File: config.mk
export PLATFORM = sky130hd
export DESIGN_NAME = synth_serial_programmer
export DESIGN_NICKNAME = d
export VERILOG_FILES = /design/src/logic/synth_prog_pkg.sv /design/src/logic/synth_job_fifo.sv /design/src/logic/synth_sclk_timer.sv /design/src/logic/synth_serial_programmer.sv
export VERILOG_INCLUDE_DIRS = /design/src /design/src/logic
export SDC_FILE = /design/constraint.sdc
export NUM_CORES = 1
export LEC_CHECK = 0
export CAP_MARGIN = 15
export CORE_UTILIZATION = 25
export CTS_CLUSTER_DIAMETER = 50
export CTS_CLUSTER_SIZE = 25
export DETAILED_ROUTE_END_ITERATION = 10
export DONT_BUFFER_PORTS = 1
export HOLD_SLACK_MARGIN = 0.12
export PLACE_DENSITY_LB_ADDON = 0.15
export SYNTH_ARGS = -nofsm -noshare
export SYNTH_HDL_FRONTEND = slang
export SYNTH_SLANG_ARGS = --single-unit
export TNS_END_PERCENT = 1
File: constraint.sdc
create_clock -name CLK -period 5.4 [get_ports CLK]
set_input_delay 0 -clock CLK [delete_from_list [all_inputs] [get_ports CLK]]
set_output_delay 0 -clock CLK [all_outputs]
set_load 0.02 [all_outputs]
File: src/logic/synth_prog_defines.svh
`ifndef SYNTH_PROG_DEFINES_SVH
`define SYNTH_PROG_DEFINES_SVH
// Functional notes
// - all port timing comes from master clock
// - serial clock is master clock over 128
// - one shared data line, three strobes
// - three select bits enable each strobe
// - four bytes form one 32-bit shifter
// - byte0 least significant, byte3 most significant
// - order 0 sends byte0 bit 0 first
// - polarity 1 gives positive pulses, 0 inverted
// - exact pulse count, zero means 32
// - strobe rises at programmed bit time
// - strobe falls at programmed bit time
// - idle flag high idle, low busy
// - control2 write clears flag, queues transfer unless queue full
// - status register shows lock-lost pin level
// - lock lost blocks amp enable, zeroes transmit
// - 32 data bits maximum, strobes on their own lines

// register addresses on the microcontroller port
`define SP_ADDR_WORD0 5'h03
`define SP_ADDR_WORD1 5'h04
`define SP_ADDR_WORD2 5'h05
`define SP_ADDR_WORD3 5'h06
`define SP_ADDR_CTRL0 5'h07
`define SP_ADDR_CTRL1 5'h08
`define SP_ADDR_CTRL2 5'h09
`define SP_ADDR_MSTAT 5'h10
// field positions
`define SP_SEL_MSB 7
`define SP_SEL_LSB 5
`define SP_FALL_MSB 4
`define SP_FALL_LSB 0
`define SP_ORDER_BIT 5
`define SP_RISE_MSB 4
`define SP_RISE_LSB 0
`define SP_POL_BIT 5
`define SP_COUNT_MSB 4
`define SP_COUNT_LSB 0
`define SP_STAT_IDLE_BIT 0
`define SP_STAT_LOCK_BIT 1
// reset values and timing
`define SP_REG_RESET 8'h00
`define SP_MCLK_KHZ 38880
`define SP_SCLK_DIV 128
`define SP_WORD_BITS 32
`define SP_LAST_BIT 5'h1F
`define SP_QUEUE_DEPTH 16
`endif

File: src/logic/synth_prog_pkg.sv
package synth_prog_pkg;
	typedef enum logic {ST_IDLE, ST_SHIFT} engine_state_t;
	typedef struct packed {
		logic [7:0] ctrl0;
		logic [7:0] ctrl1;
		logic [7:0] ctrl2;
		logic [31:0] word;
	} synth_job_t;
endpackage

File: src/logic/synth_job_fifo.sv
`timescale 1ns/100ps
module synth_job_fifo #(
	parameter int WIDTH = 56,
	parameter int DEPTH = 16
) (
	input wire logic clk,
	input wire logic rst_b,
	input wire logic in_valid,
	output logic in_ready,
	input wire logic [WIDTH-1:0] in_data,
	output logic out_valid,
	input wire logic out_ready,
	output logic [WIDTH-1:0] out_data
);
	localparam int AW = $clog2(DEPTH);
	localparam logic [AW:0] FULL_CNT = (AW+1)'(DEPTH);
	localparam logic [AW-1:0] LAST_PTR = AW'(DEPTH - 1);

	logic [WIDTH-1:0] mem [DEPTH];
	logic [AW-1:0] wr_ptr_reg;
	logic [AW-1:0] rd_ptr_reg;
	logic [AW:0] count_reg;
	logic push;
	logic pop;

	// full and empty come straight from the occupancy count
	assign in_ready = (count_reg != FULL_CNT);
	assign out_valid = (count_reg != '0);
	assign out_data = mem[rd_ptr_reg];
	assign push = in_valid && in_ready;
	assign pop = out_valid && out_ready;

	// storage has no reset; only the pointers matter
	always_ff @(posedge clk) begin
		if (push) begin
			mem[wr_ptr_reg] <= in_data;
		end
	end

	// pointers wrap at depth, which need not be a power of two
	always_ff @(posedge clk or negedge rst_b) begin
		if (!rst_b) begin
			wr_ptr_reg <= '0;
			rd_ptr_reg <= '0;
			count_reg <= '0;
		end else begin
			if (push) begin
				wr_ptr_reg <= (wr_ptr_reg == LAST_PTR) ? '0 : wr_ptr_reg + 1'b1;
			end
			if (pop) begin
				rd_ptr_reg <= (rd_ptr_reg == LAST_PTR) ? '0 : rd_ptr_reg + 1'b1;
			end
			if (push && !pop) begin
				count_reg <= count_reg + 1'b1;
			end else if (pop && !push) begin
				count_reg <= count_reg - 1'b1;
			end
		end
	end
endmodule

File: src/logic/synth_sclk_timer.sv
`timescale 1ns/100ps
module synth_sclk_timer #(
	parameter int DIV = 128
) (
	input wire logic clk,
	input wire logic rst_b,
	input wire logic run,
	output logic active_half,
	output logic bit_end
);
	localparam int CW = $clog2(DIV);
	localparam logic [CW-1:0] LAST = CW'(DIV - 1);
	localparam logic [CW-1:0] EARLY = CW'(DIV / 2 - 1);

	logic [CW-1:0] count_reg;

	// the serial clock is registered downstream, so this window opens one count early;
	// the line then drops on the very edge at which the next data bit is launched
	assign active_half = run && (count_reg >= EARLY) && (count_reg != LAST);
	assign bit_end = run && (count_reg == LAST);

	// counter restarts from zero whenever the engine is idle
	always_ff @(posedge clk or negedge rst_b) begin
		if (!rst_b) begin
			count_reg <= '0;
		end else if (!run || count_reg == LAST) begin
			count_reg <= '0;
		end else begin
			count_reg <= count_reg + 1'b1;
		end
	end
endmodule

File: src/logic/synth_serial_programmer.sv
`timescale 1ns/100ps
`include "synth_prog_defines.svh"
module synth_serial_programmer #(
	parameter int DIV = `SP_SCLK_DIV,
	parameter int QUEUE_DEPTH = `SP_QUEUE_DEPTH,
	parameter int TX_W = 8
) (
	input wire logic CLK,
	input wire logic RST_B,
	input wire logic [4:0] ADDR,
	input wire logic [7:0] WR_DATA,
	input wire logic WR_EN,
	input wire logic RD_EN,
	output logic [7:0] RD_DATA,
	output logic SYNTH_SERIAL_CLOCK,
	output logic SYNTH_SERIAL_DATA,
	output logic SYNTH_LATCH_ENABLE_0,
	output logic SYNTH_LATCH_ENABLE_1,
	output logic SYNTH_LATCH_ENABLE_2,
	output logic JOB_QUEUE_READY,
	input wire logic LOCK_LOST_INPUT,
	input wire logic TX_ENABLE,
	input wire logic [TX_W-1:0] TX_IN_PHASE_IN,
	input wire logic [TX_W-1:0] TX_QUADRATURE_IN,
	output logic POWER_AMP_ENABLE,
	output logic [TX_W-1:0] TX_IN_PHASE_OUT,
	output logic [TX_W-1:0] TX_QUADRATURE_OUT
);
	localparam int JOB_W = $bits(synth_prog_pkg::synth_job_t);

	// software-visible registers
	logic [7:0] synth_word_byte0_reg;
	logic [7:0] synth_word_byte1_reg;
	logic [7:0] synth_word_byte2_reg;
	logic [7:0] synth_word_byte3_reg;
	logic [7:0] synth_strobe_select_fall_reg;
	logic [7:0] synth_order_rise_reg;
	logic [7:0] synth_polarity_count_go_reg;
	logic programming_idle_flag_reg;
	logic [7:0] rd_data_reg;

	// job queue
	synth_prog_pkg::synth_job_t job_in;
	synth_prog_pkg::synth_job_t job_head;
	logic [JOB_W-1:0] head_bits;
	logic job_push;
	logic fifo_in_ready;
	logic fifo_out_valid;
	logic fifo_out_ready;
	logic queue_ready_reg;

	// serial engine
	synth_prog_pkg::engine_state_t state_reg;
	synth_prog_pkg::synth_job_t job_reg;
	logic [31:0] shift_reg;
	logic [31:0] shift_next;
	logic [4:0] bit_idx_reg;
	logic data_reg;
	logic [2:0] le_reg;
	logic act_reg;
	logic act_next;
	logic sclk_reg;
	logic active_half;
	logic bit_end;
	logic running;
	logic cur_msb;
	logic cur_pol;
	logic [4:0] cur_rise;
	logic [4:0] cur_fall;
	logic [2:0] cur_sel;
	logic [5:0] cur_pulses;

	// transmit gating
	logic pa_en_reg;
	logic [TX_W-1:0] tx_i_reg;
	logic [TX_W-1:0] tx_q_reg;

	// first bit on the line for the chosen order
	function automatic logic first_bit(input logic [31:0] w, input logic msb);
		return msb ? w[31] : w[0];
	endfunction

	// shift toward the output end for the chosen order
	function automatic logic [31:0] shift_word(input logic [31:0] w, input logic msb);
		return msb ? {w[30:0], 1'b0} : {1'b0, w[31:1]};
	endfunction

	// a programmed count of zero stands for a full word
	function automatic logic [5:0] pulse_total(input logic [4:0] n);
		return (n == 5'h00) ? 6'h20 : {1'b0, n};
	endfunction

	// strobe level for a new bit time; fall wins if both match
	function automatic logic [2:0] strobe_step(input logic [2:0] cur, input logic [4:0] idx,
			input logic [4:0] rise, input logic [4:0] fall, input logic [2:0] sel);
		if (idx == fall) begin
			return 3'h0;
		end else if (idx == rise) begin
			return sel;
		end
		return cur;
	endfunction

	// register writes; data and control are snapshotted into the queue on go
	// byte registers
	always_ff @(posedge CLK or negedge RST_B) begin
		if (!RST_B) begin
			synth_word_byte0_reg <= `SP_REG_RESET;
			synth_word_byte1_reg <= `SP_REG_RESET;
			synth_word_byte2_reg <= `SP_REG_RESET;
			synth_word_byte3_reg <= `SP_REG_RESET;
			synth_strobe_select_fall_reg <= `SP_REG_RESET;
			synth_order_rise_reg <= `SP_REG_RESET;
			synth_polarity_count_go_reg <= `SP_REG_RESET;
		end else if (WR_EN) begin
			case (ADDR)
				`SP_ADDR_WORD0: synth_word_byte0_reg <= WR_DATA;
				`SP_ADDR_WORD1: synth_word_byte1_reg <= WR_DATA;
				`SP_ADDR_WORD2: synth_word_byte2_reg <= WR_DATA;
				`SP_ADDR_WORD3: synth_word_byte3_reg <= WR_DATA;
				`SP_ADDR_CTRL0: synth_strobe_select_fall_reg <= WR_DATA;
				`SP_ADDR_CTRL1: synth_order_rise_reg <= WR_DATA;
				`SP_ADDR_CTRL2: synth_polarity_count_go_reg <= WR_DATA;
				default: ;
			endcase
		end
	end

	// job assembly; control2 travels with the value being written
	// byte0 low, byte3 high
	assign job_in.word = {synth_word_byte3_reg, synth_word_byte2_reg,
		synth_word_byte1_reg, synth_word_byte0_reg};
	assign job_in.ctrl0 = synth_strobe_select_fall_reg;
	assign job_in.ctrl1 = synth_order_rise_reg;
	assign job_in.ctrl2 = WR_DATA;
	assign job_push = WR_EN && (ADDR == `SP_ADDR_CTRL2) && fifo_in_ready;
	assign fifo_out_ready = (state_reg == synth_prog_pkg::ST_IDLE);
	assign job_head = synth_prog_pkg::synth_job_t'(head_bits);

	// a go while the queue is full stores the register but starts nothing
	synth_job_fifo #(
		.WIDTH(JOB_W),
		.DEPTH(QUEUE_DEPTH)
	) u_queue (
		.clk(CLK),
		.rst_b(RST_B),
		.in_valid(job_push),
		.in_ready(fifo_in_ready),
		.in_data(JOB_W'(job_in)),
		.out_valid(fifo_out_valid),
		.out_ready(fifo_out_ready),
		.out_data(head_bits)
	);

	// bit timing from the master clock
	synth_sclk_timer #(
		.DIV(DIV)
	) u_timer (
		.clk(CLK),
		.rst_b(RST_B),
		.run(running),
		.active_half(active_half),
		.bit_end(bit_end)
	);

	// fields of the job being sent
	assign running = (state_reg == synth_prog_pkg::ST_SHIFT);
	assign cur_msb = job_reg.ctrl1[`SP_ORDER_BIT];
	assign cur_rise = job_reg.ctrl1[`SP_RISE_MSB:`SP_RISE_LSB];
	assign cur_fall = job_reg.ctrl0[`SP_FALL_MSB:`SP_FALL_LSB];
	assign cur_sel = job_reg.ctrl0[`SP_SEL_MSB:`SP_SEL_LSB];
	assign cur_pulses = pulse_total(job_reg.ctrl2[`SP_COUNT_MSB:`SP_COUNT_LSB]);
	assign shift_next = shift_word(shift_reg, cur_msb);

	// engine walks all 32 bit times; pulses stop after the count
	// data and at most one strobe pulse per job, on every line that the three select bits enable
	always_ff @(posedge CLK or negedge RST_B) begin
		if (!RST_B) begin
			state_reg <= synth_prog_pkg::ST_IDLE;
			job_reg <= '0;
			shift_reg <= 32'h00000000;
			bit_idx_reg <= 5'h00;
			data_reg <= 1'b0;
			le_reg <= 3'h0;
		end else begin
			case (state_reg)
				synth_prog_pkg::ST_IDLE: begin
					le_reg <= 3'h0;
					if (fifo_out_valid) begin
						job_reg <= job_head;
						shift_reg <= job_head.word;
						bit_idx_reg <= 5'h00;
						data_reg <= first_bit(job_head.word, job_head.ctrl1[`SP_ORDER_BIT]);
						le_reg <= strobe_step(3'h0, 5'h00,
							job_head.ctrl1[`SP_RISE_MSB:`SP_RISE_LSB],
							job_head.ctrl0[`SP_FALL_MSB:`SP_FALL_LSB],
							job_head.ctrl0[`SP_SEL_MSB:`SP_SEL_LSB]);
						state_reg <= synth_prog_pkg::ST_SHIFT;
					end
				end
				synth_prog_pkg::ST_SHIFT: begin
					if (bit_end) begin
						if (bit_idx_reg == `SP_LAST_BIT) begin
							le_reg <= 3'h0;
							state_reg <= synth_prog_pkg::ST_IDLE;
						end else begin
							bit_idx_reg <= bit_idx_reg + 5'h01;
							shift_reg <= shift_next;
							data_reg <= first_bit(shift_next, cur_msb);
							le_reg <= strobe_step(le_reg, bit_idx_reg + 5'h01,
								cur_rise, cur_fall, cur_sel);
						end
					end
				end
				default: state_reg <= synth_prog_pkg::ST_IDLE;
			endcase
		end
	end

	// idle level follows the programmed polarity even between jobs
	assign cur_pol = running ? job_reg.ctrl2[`SP_POL_BIT] :
		synth_polarity_count_go_reg[`SP_POL_BIT];
	// pulses only during the first count bit times
	assign act_next = active_half && ({1'b0, bit_idx_reg} < cur_pulses);

	// output level is active level matched against polarity
	always_ff @(posedge CLK or negedge RST_B) begin
		if (!RST_B) begin
			act_reg <= 1'b0;
			sclk_reg <= 1'b1;
		end else begin
			act_reg <= act_next;
			sclk_reg <= (act_next == cur_pol);
		end
	end

	// idle means engine free and nothing queued
	always_ff @(posedge CLK or negedge RST_B) begin
		if (!RST_B) begin
			programming_idle_flag_reg <= 1'b1;
			queue_ready_reg <= 1'b0;
		end else begin
			programming_idle_flag_reg <= !running && !fifo_out_valid && !job_push;
			queue_ready_reg <= fifo_in_ready;
		end
	end

	// read port; unmapped addresses read zero
	// lock pin seen in status
	always_ff @(posedge CLK or negedge RST_B) begin
		if (!RST_B) begin
			rd_data_reg <= 8'h00;
		end else if (RD_EN) begin
			case (ADDR)
				`SP_ADDR_WORD0: rd_data_reg <= synth_word_byte0_reg;
				`SP_ADDR_WORD1: rd_data_reg <= synth_word_byte1_reg;
				`SP_ADDR_WORD2: rd_data_reg <= synth_word_byte2_reg;
				`SP_ADDR_WORD3: rd_data_reg <= synth_word_byte3_reg;
				`SP_ADDR_CTRL0: rd_data_reg <= synth_strobe_select_fall_reg;
				`SP_ADDR_CTRL1: rd_data_reg <= synth_order_rise_reg;
				`SP_ADDR_CTRL2: rd_data_reg <= synth_polarity_count_go_reg;
				`SP_ADDR_MSTAT: rd_data_reg <= {6'h00, LOCK_LOST_INPUT, programming_idle_flag_reg};
				default: rd_data_reg <= 8'h00;
			endcase
		end else begin
			rd_data_reg <= 8'h00;
		end
	end

	// an unlocked synthesizer would put the carrier off channel
	// gate amp and baseband
	always_ff @(posedge CLK or negedge RST_B) begin
		if (!RST_B) begin
			pa_en_reg <= 1'b0;
			tx_i_reg <= '0;
			tx_q_reg <= '0;
		end else begin
			pa_en_reg <= TX_ENABLE && !LOCK_LOST_INPUT;
			tx_i_reg <= LOCK_LOST_INPUT ? '0 : TX_IN_PHASE_IN;
			tx_q_reg <= LOCK_LOST_INPUT ? '0 : TX_QUADRATURE_IN;
		end
	end

	// shared clock and data, three strobes
	assign SYNTH_SERIAL_CLOCK = sclk_reg;
	assign SYNTH_SERIAL_DATA = data_reg;
	assign SYNTH_LATCH_ENABLE_0 = le_reg[0];
	assign SYNTH_LATCH_ENABLE_1 = le_reg[1];
	assign SYNTH_LATCH_ENABLE_2 = le_reg[2];
	assign JOB_QUEUE_READY = queue_ready_reg;
	assign RD_DATA = rd_data_reg;
	assign POWER_AMP_ENABLE = pa_en_reg;
	assign TX_IN_PHASE_OUT = tx_i_reg;
	assign TX_QUADRATURE_OUT = tx_q_reg;

	// helper counters for the checks below
	logic [6:0] high_len_reg;
	logic [5:0] pulse_seen_reg;
	always_ff @(posedge CLK or negedge RST_B) begin
		if (!RST_B) begin
			high_len_reg <= 7'h00;
			pulse_seen_reg <= 6'h00;
		end else begin
			high_len_reg <= act_reg ? high_len_reg + 7'h01 : 7'h00;
			if (!running) begin
				pulse_seen_reg <= 6'h00;
			end else if (act_next && !act_reg) begin
				pulse_seen_reg <= pulse_seen_reg + 6'h01;
			end
		end
	end

	a_sclk_half_period: assert property (@(posedge CLK) disable iff (!RST_B)
		(act_reg && !act_next) |-> high_len_reg == 7'(DIV / 2 - 1))
		else $error("serial clock high phase has wrong length");
	a_pulse_total: assert property (@(posedge CLK) disable iff (!RST_B)
		(running && bit_end && bit_idx_reg == 5'h1F) |-> pulse_seen_reg == cur_pulses)
		else $error("wrong number of serial clock pulses");
	a_strobe_rise_time: assert property (@(posedge CLK) disable iff (!RST_B)
		(le_reg != $past(le_reg) && le_reg != 3'h0) |-> bit_idx_reg == cur_rise)
		else $error("strobe rose at wrong bit time");
	a_strobe_fall_time: assert property (@(posedge CLK) disable iff (!RST_B)
		($past(le_reg) != 3'h0 && le_reg == 3'h0 && running) |-> bit_idx_reg == cur_fall)
		else $error("strobe fell at wrong bit time");
	a_strobe_select_mask: assert property (@(posedge CLK) disable iff (!RST_B)
		running |-> (le_reg & ~cur_sel) == 3'h0)
		else $error("unselected strobe driven");
	a_strobe_idle_low: assert property (@(posedge CLK) disable iff (!RST_B)
		(!running && $past(!running)) |-> le_reg == 3'h0)
		else $error("strobe active while idle");
	a_data_off_edge: assert property (@(posedge CLK) disable iff (!RST_B)
		(running && $changed(data_reg)) |-> !act_reg)
		else $error("data changed during active clock phase");
	a_go_clears_idle: assert property (@(posedge CLK) disable iff (!RST_B)
		job_push |=> !programming_idle_flag_reg ##1 !programming_idle_flag_reg)
		else $error("idle flag not cleared by go");
	a_lsb_first_start: assert property (@(posedge CLK) disable iff (!RST_B)
		(!running && fifo_out_valid && !job_head.ctrl1[5]) |=> data_reg == job_reg.word[0])
		else $error("first bit not byte0 bit 0");
	a_lock_status: assert property (@(posedge CLK) disable iff (!RST_B)
		(RD_EN && ADDR == 5'h10) |=> RD_DATA[1] == $past(LOCK_LOST_INPUT))
		else $error("status lock bit does not follow pin");
	a_lock_gates_tx: assert property (@(posedge CLK) disable iff (!RST_B)
		LOCK_LOST_INPUT |=> !POWER_AMP_ENABLE && TX_IN_PHASE_OUT == '0
			&& TX_QUADRATURE_OUT == '0)
		else $error("transmit not gated while lock lost");
endmodule

==> flow_metrics.env, run 1 <==
export IMPL_largest_reg_flops=832
export IMPL_clk_path_buf_depth=3
export IMPL_fmax_ghz=0.250
export IMPL_drc=0
export IMPL_p_leak_nw=15.6
export IMPL_drt_total_wl_mm=109
export IMPL_grt_pass1_wl_mm=156
export IMPL_core_area_um2=155000
export IMPL_final_nets=2098
export IMPL_synth_cell_types=55
export IMPL_rsz0062_at_grt="no"
export IMPL_grt_overflow_total=0
export IMPL_synth_edf_count=832
export IMPL_cp_arrival_ns=4.41
export IMPL_p_per_area_nw_per_um2=386
export IMPL_port_buffers=0
export IMPL_peakVddDrop_uv=263
export IMPL_clk_root_buffer_cell="clkbuf_16"
export IMPL_worst_pin_slew_ns=1.12
export IMPL_ys_flop_type="edfxtp_1"
export IMPL_synth_largest_area_cell="edfxtp_1"
export IMPL_hold_class="input pin to register"
export IMPL_via_count=19200
export IMPL_grt_max_degree=108
export IMPL_worstSetupPathType="input pin to register"
export IMPL_syn_area_per_cell_um2=20.5
export IMPL_ys_async_sr_fraction_pct=16.6
export IMPL_cts_tree="done"
export IMPL_die_area_um2=158000
export IMPL_synth_cells=1909
export IMPL_synth_nets=1962
export IMPL_ios=66
export IMPL_hold_violations=0
export IMPL_r2r_cells=10
export IMPL_worstReg2RegStart="running$_DFF_PN0_"
export IMPL_maxSlewHeadroom_pct=25.4
export IMPL_max_cap_violations=0
export IMPL_setup_tns_ns=0
export IMPL_min_to="u_queue.mem[3][34]$_DFFE_PP_"
export IMPL_insertion_delay_ns=0.74
export IMPL_wl_per_cell_um=25.9
export IMPL_initial_core_util_pct=25.3
export IMPL_fill_cells=14900
export IMPL_status="finished clean"
export IMPL_place_ws_ns=1.64
export IMPL_cts_sinks=998
export IMPL_worstHoldStart="WR_DATA[2]"
export IMPL_drive_gt1_share_pct=28.3
export IMPL_finalClockSkew_ns=0.0464
export IMPL_r2r_end="u_queue.count_reg[4]$_DFFE_PN0P_"
export IMPL_antenna_found_initial=10
export IMPL_cp_required_ns=5.80
export IMPL_num_rows=144
export IMPL_yosysSeqAreaShare_pct=74.5
export IMPL_yosysMostFrequentCell="edfxtp_1"
export IMPL_gp_congestion=0.756
export IMPL_critical_path_max_fanout=17
export IMPL_post_cts_setup_buffers=0
export IMPL_slew_violations=0
export IMPL_ys_warnings_count=0
export IMPL_setup_slack_ns=1.39
export IMPL_ant_nets=0
export IMPL_cts_max_level=3
export IMPL_place_hpwl_mm=60.1
export IMPL_yosysTopAreaCellShare_pct=63.9
export IMPL_cp_end_kind="register"
export IMPL_clkTransAtPathRegs_ns=0.06
export IMPL_period_minus_slack_ns=4.01
export IMPL_cts_inserted_buffers=120
export IMPL_min_period_over_period_pct=74.2
export IMPL_dieWidth_um=398
export IMPL_startpoint_type="input pin"
export IMPL_grtUsageTotal_pct=13.9
export IMPL_min_path_cells=2
export IMPL_ys_ff_latch=998
export IMPL_total_power_mw=18.0
export IMPL_viasPerCell=4.57
export IMPL_synthToLayoutAreaGrowth_pct=19.3
export IMPL_grt_pass1_vias=20500
export IMPL_drt_iter0_drc=1435
export IMPL_yosys_top_cells_area="edfxtp_1, mux4_2, dfrtp_1"
export IMPL_setup_violations=0
export IMPL_die_h_um=398
export IMPL_r2r_slack_ns=1.67
export IMPL_synth_common_cells="edfxtp_1, mux4_2, dfrtp_1"
export IMPL_syn_area_um2=39100
export IMPL_dr_pass1_iters=7
==> timing repair <==
action / CTS / global route
resized for setup: 0 / 0
hold endpoints to repair: 347 / 0
hold buffers: 66 / 0
==> through the flow <==
stage          instances  cell area (um^2)  utilization (%)  hold WS [ns]
4_1_cts             4196             46600             30.1         0.136
5_1_grt             4196             46600             30.1         0.160
2_1_floorplan       1909             39100                -        -0.296
3_3_place_gp        3901             41700             26.9        -0.276
3_5_place_dp        3901             41700             26.9        -0.276
6_report            4198             46700             30.1         0.195
==> worst max-delay path, stage by stage <==
cell           delay (ns)
dlygate4sd3_1        0.65
nand2b_1             0.24
dlygate4sd3_1        0.63
nor3_4               0.41
nand2_2              0.37
a21oi_2              0.45
nand3_1              0.39
nor2_4               0.78
buf_4                0.43
==> worst max path at each step <==
| stage | startpoint | end | slack (ns) | depth (start not counted) |
|---|---|---|---|---|
| after floorplan | ADDR[2] | u_queue.mem[4][0]$_DFFE_PP_ | 0.13 | 6 |
| after global placement | running$_DFF_PN0_ | u_queue.count_reg[4]$_DFFE_PN0P_ | 1.67 | 10 |
| after detailed placement | running$_DFF_PN0_ | u_queue.count_reg[4]$_DFFE_PN0P_ | 1.64 | 10 |
| after CTS | ADDR[4] | u_queue.mem[13][8]$_DFFE_PP_ | 1.45 | 9 |
| after global routing | ADDR[4] | u_queue.mem[13][8]$_DFFE_PP_ | 1.24 | 9 |
| final | ADDR[4] | u_queue.mem[13][8]$_DFFE_PP_ | 1.39 | 9 |
==> metal layers <==
metal	up-vias	global-route usage [%]	share of wire (%)	wire length [um]
li1	8088	-	-	-
met1	10400	19.3	45	49200
met2	492	21.9	47	51200
met3	160	2.95	5.5	5950
met4	2	3.43	2.2	2450
met5	-	0	0.012	13
==> layout make-up <==
class | instances | area (um^2) | area share (%)
inverters | 19 | 71.3 | 0.153
clock inverters | 97 | 1090 | 2.34
multi-input cells | 801 | 9450 | 20.3
diodes | 2 | 5.00 | 0.0107
flip-flops and latches | 998 | 29200 | 62.5
well taps | 2044 | 2560 | 5.48
repair buffers | 105 | 1200 | 2.57
clock buffers | 132 | 3120 | 6.69
==> power by group <==
part	switching [mW]	internal (mW)	total, mW
Combinational	0.192	0.182	0.374
Clock	3.59	4.83	8.42
Sequential	0.465	8.74	9.21
Total	4.25	13.8	18.0
==> layout by cell type (no fill, tap or decap), types with 7 or more instances in the layout <==
master         netlist  routed
and2_4               0       8
a221oi_1             7       7
inv_1               19      18
dfrtp_1            164     159
dlygate4sd3_1        0      59
xor2_1               9       9
nor2_1              55      50
nand2b_1            11      10
nand2_1            114     114
clkbuf_16            0     121
clkinv_1             0       7
inv_6                0      25
a21oi_1             43      43
mux2_2              59      59
buf_4                5      26
bufinv_16            0      11
o21ai_1             34      34
mux2i_1             33      33
nand3_1              9       9
a22oi_1              7       7
edfxtp_1           832     832
mux4_2             252     252
clkinv_4             0      17
inv_8                0       8
a22o_1              10      10
clkinvlp_4           0      11
buf_12               0      18
ha_1                17      17
o21ai_0             25      25
a222oi_1             7       7
clkinv_2             0      12
nor2b_1             22      22
xnor2_1             13      13
==> logic make-up (layout without fill, tap and decap cells) <==
group	count (synthesis)	count (layout)	share of synthesized area, %
buffers and inverters	110	353	1.52
AOI/OAI and AO/OA	158	158	2.48
DFF	998	998	74.5
muxes	347	347	17.3
xor gates and xnor gates	24	24	0.608
and+or+nand+nor	254	254	3.03
adders and majority gates	18	18	0.595
other	0	2	0
(Power assumes the default switching activity.)
==> run 2, diff against run 1 <==
==> constraint.sdc (replaced) <==
create_clock -name CLK -period 3.4 [get_ports CLK]
set_input_delay 0 -clock CLK [delete_from_list [all_inputs] [get_ports CLK]]
set_output_delay 0 -clock CLK [all_outputs]
set_load 0.02 [all_outputs]
==> run 2 against run 1 <==
The flow now finishes with violations (hold timing). Global-route usage increased by 0.39 points. First-iteration DRC count down 3.3%. Critical path depth unchanged. Largest cell class unchanged. Highest routed layer unchanged.
==> flow_metrics.env, run 2 (synthesis results as in run 1) <==
export IMPL_dieWidth_um=398
export IMPL_cp_required_ns=3.82
export IMPL_ctsResizeCount=0
export IMPL_die_h_um=398
export IMPL_final_nets=2123
export IMPL_final_instance_count_excl_fill=4219
export IMPL_violations="hold timing"
export IMPL_critical_path_max_fanout=15
export IMPL_p_leak_nw=15.8
export IMPL_wl_per_cell_um=26.5
export IMPL_startpoint="ADDR[3]"
export IMPL_fill_cells=14900
export IMPL_place_inst=3934
export IMPL_cts_sinks=998
export IMPL_total_power_mw=28.2
export IMPL_grtUsageTotal_pct=14.3
export IMPL_peakVddDrop_uv=442
export IMPL_p_per_area_nw_per_um2=598
export IMPL_finalClockSkew_ns=0.0465
export IMPL_setup_tns_ns=0
export IMPL_clk_path_buf_depth=3
export IMPL_maxSlewHeadroom_pct=21.3
export IMPL_num_rows=144
export IMPL_viasPerCell=4.58
export IMPL_startpoint_type="input pin"
export IMPL_core_area_um2=155000
export IMPL_drive_gt1_share_pct=28.9
export IMPL_cts_tree="done"
export IMPL_cts_inserted_buffers=115
export IMPL_drt_iter0_drc=1387
export IMPL_cts_max_level=3
export IMPL_slew_violations=0
export IMPL_initial_core_util_pct=25.3
export IMPL_fmax_ghz=0.307
export IMPL_antenna_found_initial=10
export IMPL_ant_nets=0
export IMPL_fin_hold_ws_ns=-0.986
export IMPL_cp_end_kind="register"
export IMPL_min_period_over_period_pct=95.8
export IMPL_worstSetupPathType="input pin to register"
export IMPL_worst_pin_slew_ns=1.17
export IMPL_drt_total_wl_mm=112
export IMPL_grt_overflow_total=0
export IMPL_r2r_slack_ns=0.17
export IMPL_port_buffers=0
export IMPL_r2r_end="shift_reg[15]$_DFFE_PN0P_"
export IMPL_r2r_cells=7
export IMPL_period_minus_slack_ns=3.26
export IMPL_via_count=19300
export IMPL_worstReg2RegStart="u_queue.count_reg[1]$_DFFE_PN0P_"
export IMPL_hold_class="input pin to asynchronous set/reset pin"
export IMPL_rsz0062_at_grt="no"
export IMPL_clkTransAtPathRegs_ns=0.06
export IMPL_largest_reg_flops=832
export IMPL_final_common_cell="edfxtp_1"
export IMPL_die_area_um2=158000
export IMPL_max_cap_violations=0
export IMPL_cp_arrival_ns=3.67
export IMPL_hold_violations=166
export IMPL_drc=0
export IMPL_setup_violations=0
export IMPL_place_hpwl_mm=63.0
export IMPL_gp_congestion=0.737
export IMPL_grt_pass1_vias=21000
export IMPL_final_cell_mix="edfxtp_1, mux4_2, dfrtp_1"
export IMPL_grt_pass1_wl_mm=160
export IMPL_dr_pass1_iters=7
export IMPL_insertion_delay_ns=0.74
export IMPL_ctsHoldBuffers=62
export IMPL_grt_max_degree=167
export IMPL_clk_root_buffer_cell="clkbuf_16"
export IMPL_ios=66
export IMPL_status="finished, violations left"
export IMPL_synthToLayoutAreaGrowth_pct=20.5
==> run 2: how the worst max path moves through the flow <==
stage                                               to  slack [ns]  cells after the start
final                      u_queue.mem[5][2]$_DFFE_PP_        0.14                      9
after global routing          shift_reg[8]$_DFFE_PN0P_        0.02                      7
after CTS                    shift_reg[15]$_DFFE_PN0P_        0.13                      7
after detailed placement     shift_reg[15]$_DFFE_PN0P_        0.15                      7
after global placement       shift_reg[15]$_DFFE_PN0P_        0.11                      7
after floorplan           u_queue.mem[12][0]$_DFFE_PP_       -0.46                      6
==> run 2: layout make-up <==
| cell class | instances | area (um^2) | area share [%] |
|---|---|---|---|
| Clock buffer | 137 | 3110 | 6.60 |
| Multi-Input combinational cell | 801 | 9480 | 20.1 |
| Inverter | 19 | 71.3 | 0.151 |
| Antenna cell | 2 | 5.00 | 0.0106 |
| Sequential cell | 998 | 29200 | 61.8 |
| Clock inverter | 83 | 992 | 2.10 |
| Timing Repair Buffer | 135 | 1770 | 3.76 |
| Tap cell | 2044 | 2560 | 5.42 |
==> run 2: report_power, final <==
| group | internal (mW) | total [mW] | switching (mW) |
|---|---|---|---|
| Clock | 7.46 | 13.0 | 5.59 |
| Combinational | 0.282 | 0.542 | 0.259 |
| Sequential | 13.9 | 14.6 | 0.726 |
==> run 2: timing repair <==
| item | 4_1_cts | 5_1_grt |
|---|---|---|
| setup buffers | 0 | 1 |
| setup endpoints to repair | 0 | 5 |
| hold endpoints to repair | 348 | 166 |
==> run 2: layer usage <==
| layer | part of all wire (%) | global-route usage [%] | vias up |
|---|---|---|---|
| met5 | 0.0063 | 0 | - |
| met4 | 1.9 | 3.38 | 2 |
| met3 | 4.3 | 2.69 | 154 |
| met2 | 48 | 22.8 | 443 |
| met1 | 46 | 19.9 | 10600 |
| li1 | - | - | 8144 |
==> run 2: through the flow <==
step / cell area [um^2] / utilization, % / setup WS [ns] / hold slack, ns
floorplan: 39100 / - / -0.457 / -0.296
global placement: 42400 / 27.4 / 0.115 / -0.264
detailed placement: 42400 / 27.4 / 0.148 / -0.265
CTS: 47100 / 30.4 / 0.125 / -1.06
global route: 47100 / 30.5 / 0.0212 / -1.05
finish: 47100 / 30.5 / 0.143 / -0.986
==> run 2: worst max-delay path, cell delays in order <==
cell and delay, ns:
dlygate4sd3_1 0.69, nand2b_1 0.15, dlygate4sd3_1 0.63, nor3_4 0.21, nand2_2 0.20, a21oi_2 0.39, nand2_1 0.37, nor3_4 0.73
buf_12 0.28
==> run 3, diff against run 2 <==
--- a/config.mk
+++ b/config.mk
@@ -14,6 +14,7 @@
 export DONT_BUFFER_PORTS = 1
 export HOLD_SLACK_MARGIN = 0.12
 export PLACE_DENSITY_LB_ADDON = 0.15
+export REMOVE_ABC_BUFFERS = 1
 export SYNTH_ARGS = -nofsm -noshare
 export SYNTH_HDL_FRONTEND = slang
 export SYNTH_SLANG_ARGS = --single-unit
==> run 3 against run 2 <==
The flow still finishes with violations (hold timing). Cell count about the same. Maximum frequency increased by 3.3%. Clock power about the same. Die area unchanged. Hold slack got worse by 0.023 ns.
==> flow_metrics.env, run 3 (synthesis results as in run 1) <==
export IMPL_status="finished, violations left"
export IMPL_violations="hold timing"
export IMPL_final_cell_mix="edfxtp_1, mux4_2, dfrtp_1"
export IMPL_p_leak_nw=15.7
export IMPL_viasPerCell=4.58
export IMPL_cp_required_ns=3.83
export IMPL_setup_violations=0
export IMPL_p_sw_mw=6.36
export IMPL_max_cap_violations=0
export IMPL_post_dp_cell_area_um2=42300
export IMPL_final_nets=2128
export IMPL_hold_violations=166
export IMPL_setup_slack_ns=0.246
export IMPL_place_hpwl_mm=64.0
export IMPL_cts_inserted_buffers=116
export IMPL_cp_end_kind="register"
export IMPL_cts_tree="done"
export IMPL_core_area_um2=155000
export IMPL_critical_path_max_fanout=22
export IMPL_design_area_um2=46900
export IMPL_grt_overflow_total=0
export IMPL_fmax_ghz=0.317
export IMPL_ctsHoldBuffers=57
export IMPL_cts_sinks=998
export IMPL_ios=66
export IMPL_via_count=19300
export IMPL_p_clk_share_pct=46.1
export IMPL_wl_per_cell_um=26.4
export IMPL_largest_reg_flops=832
export IMPL_worstReg2RegStart="u_queue.count_reg[0]$_DFFE_PN0P_"
export IMPL_grt_pass1_vias=20500
export IMPL_clkTransAtPathRegs_ns=0.06
export IMPL_p_int_mw=21.8
export IMPL_insertion_delay_ns=0.74
export IMPL_synthToLayoutAreaGrowth_pct=19.9
export IMPL_postLayoutCoreUtil_pct=30.3
export IMPL_clk_path_buf_depth=3
export IMPL_gp_congestion=0.748
export IMPL_die_area_um2=158000
export IMPL_maxSlewHeadroom_pct=25.3
export IMPL_final_common_cell="edfxtp_1"
export IMPL_grt_max_degree=167
export IMPL_port_buffers=0
export IMPL_drive_gt1_share_pct=28.8
export IMPL_post_cts_setup_buffers=0
export IMPL_finalClockSkew_ns=0.0336
export IMPL_ant_nets=0
export IMPL_fin_hold_ws_ns=-1.01
export IMPL_swShare_pct=22.6
export IMPL_peakVddDrop_uv=417
export IMPL_grtUsageTotal_pct=14.2
export IMPL_dieWidth_um=398
export IMPL_power_frac_comb_pct=1.9
export IMPL_dr_pass1_iters=5
export IMPL_clk_root_buffer_cell="clkbuf_16"
export IMPL_die_h_um=398
export IMPL_startpoint="ADDR[0]"
export IMPL_place_ws_ns=0.475
export IMPL_ctsResizeCount=0
export IMPL_drc=0
export IMPL_cts_max_level=3
export IMPL_antenna_found_initial=11
export IMPL_drt_total_wl_mm=111
export IMPL_drt_iter0_drc=1491
export IMPL_initial_core_util_pct=25.3
export IMPL_rsz0062_at_grt="no"
export IMPL_seqPwrFrac_pct=52.0
export IMPL_hold_class="input pin to asynchronous set/reset pin"
export IMPL_p_per_area_nw_per_um2=600
export IMPL_min_period_over_period_pct=92.8
export IMPL_startpoint_type="input pin"
export IMPL_cp_arrival_ns=3.58
export IMPL_worstSetupPathType="input pin to register"
export IMPL_slew_violations=0
export IMPL_period_minus_slack_ns=3.15
export IMPL_num_rows=144
export IMPL_grt_pass1_wl_mm=159
export IMPL_worst_pin_slew_ns=1.12
run 3: area by class of cell:
cell class | instances | area [um^2]
sequential | 998 | 29200
fill | 14800 | 108000
inverter | 19 | 71.3
tap | 2044 | 2560
clock inverter | 86 | 960
antenna | 2 | 5.00
multi-input combinational | 801 | 9450
clock buffer | 133 | 3070
timing repair buffer | 139 | 1620
run 3: critical path: stages:
cell           delay [ns]
dlygate4sd3_1        1.12
nand2b_1             0.23
nor3_4               0.20
nand2_2              0.24
a21oi_2              0.41
nor3b_1              0.46
and2_4               0.63
buf_12               0.23
run 3: power by group through the flow:
stage | sequential, mW | combinational [mW] | clock [mW]
after floorplan | 14.5 | 0.323 | 0
after global placement | 14.9 | 0.403 | 0
after detailed placement | 14.9 | 0.421 | 0
after CTS | 14.6 | 0.527 | 13.4
after global routing | 14.7 | 0.573 | 13.8
final | 14.6 | 0.525 | 13.0
run 3: worst paths after layout:
check / endpoint / slack [ns] / depth (start not counted)
hold reg to reg: job_reg[37]$_DFFE_PN0P_ / 0.48 / 2
hold / removal: TX_QUADRATURE_OUT[7]$_DFF_PN0_ / -1.01 / 0
setup reg to reg: u_queue.count_reg[4]$_DFFE_PN0P_ / 0.49 / 10
max in group asynchronous: shift_reg[16]$_DFFE_PN0P_ / 3.97 / 0
setup / recovery: u_queue.mem[2][16]$_DFFE_PP_ / 0.25 / 8
min in group CLK: u_queue.mem[0][37]$_DFFE_PP_ / 0.21 / 2
run 3: metal layers:
metal | up-vias | global-route usage [%] | share of wire (%)
li1 | 8137 | - | -
met1 | 10500 | 20.0 | 46
met2 | 479 | 22.3 | 47
met3 | 159 | 2.96 | 5.2
met4 | 6 | 3.52 | 2.0
met5 | - | 0 | 0.033
run 3: through the flow:
stage	setup TNS [ns]	total power, mW	cells	hold WS, ns
after floorplan	-794.96	14.8	1818	-0.296
after global placement	0	15.3	3944	-0.286
after detailed placement	0	15.3	3944	-0.286
after CTS	0	28.5	4220	-1.11
after global routing	0	29.1	4220	-1.07
final	0	28.2	4222	-1.01
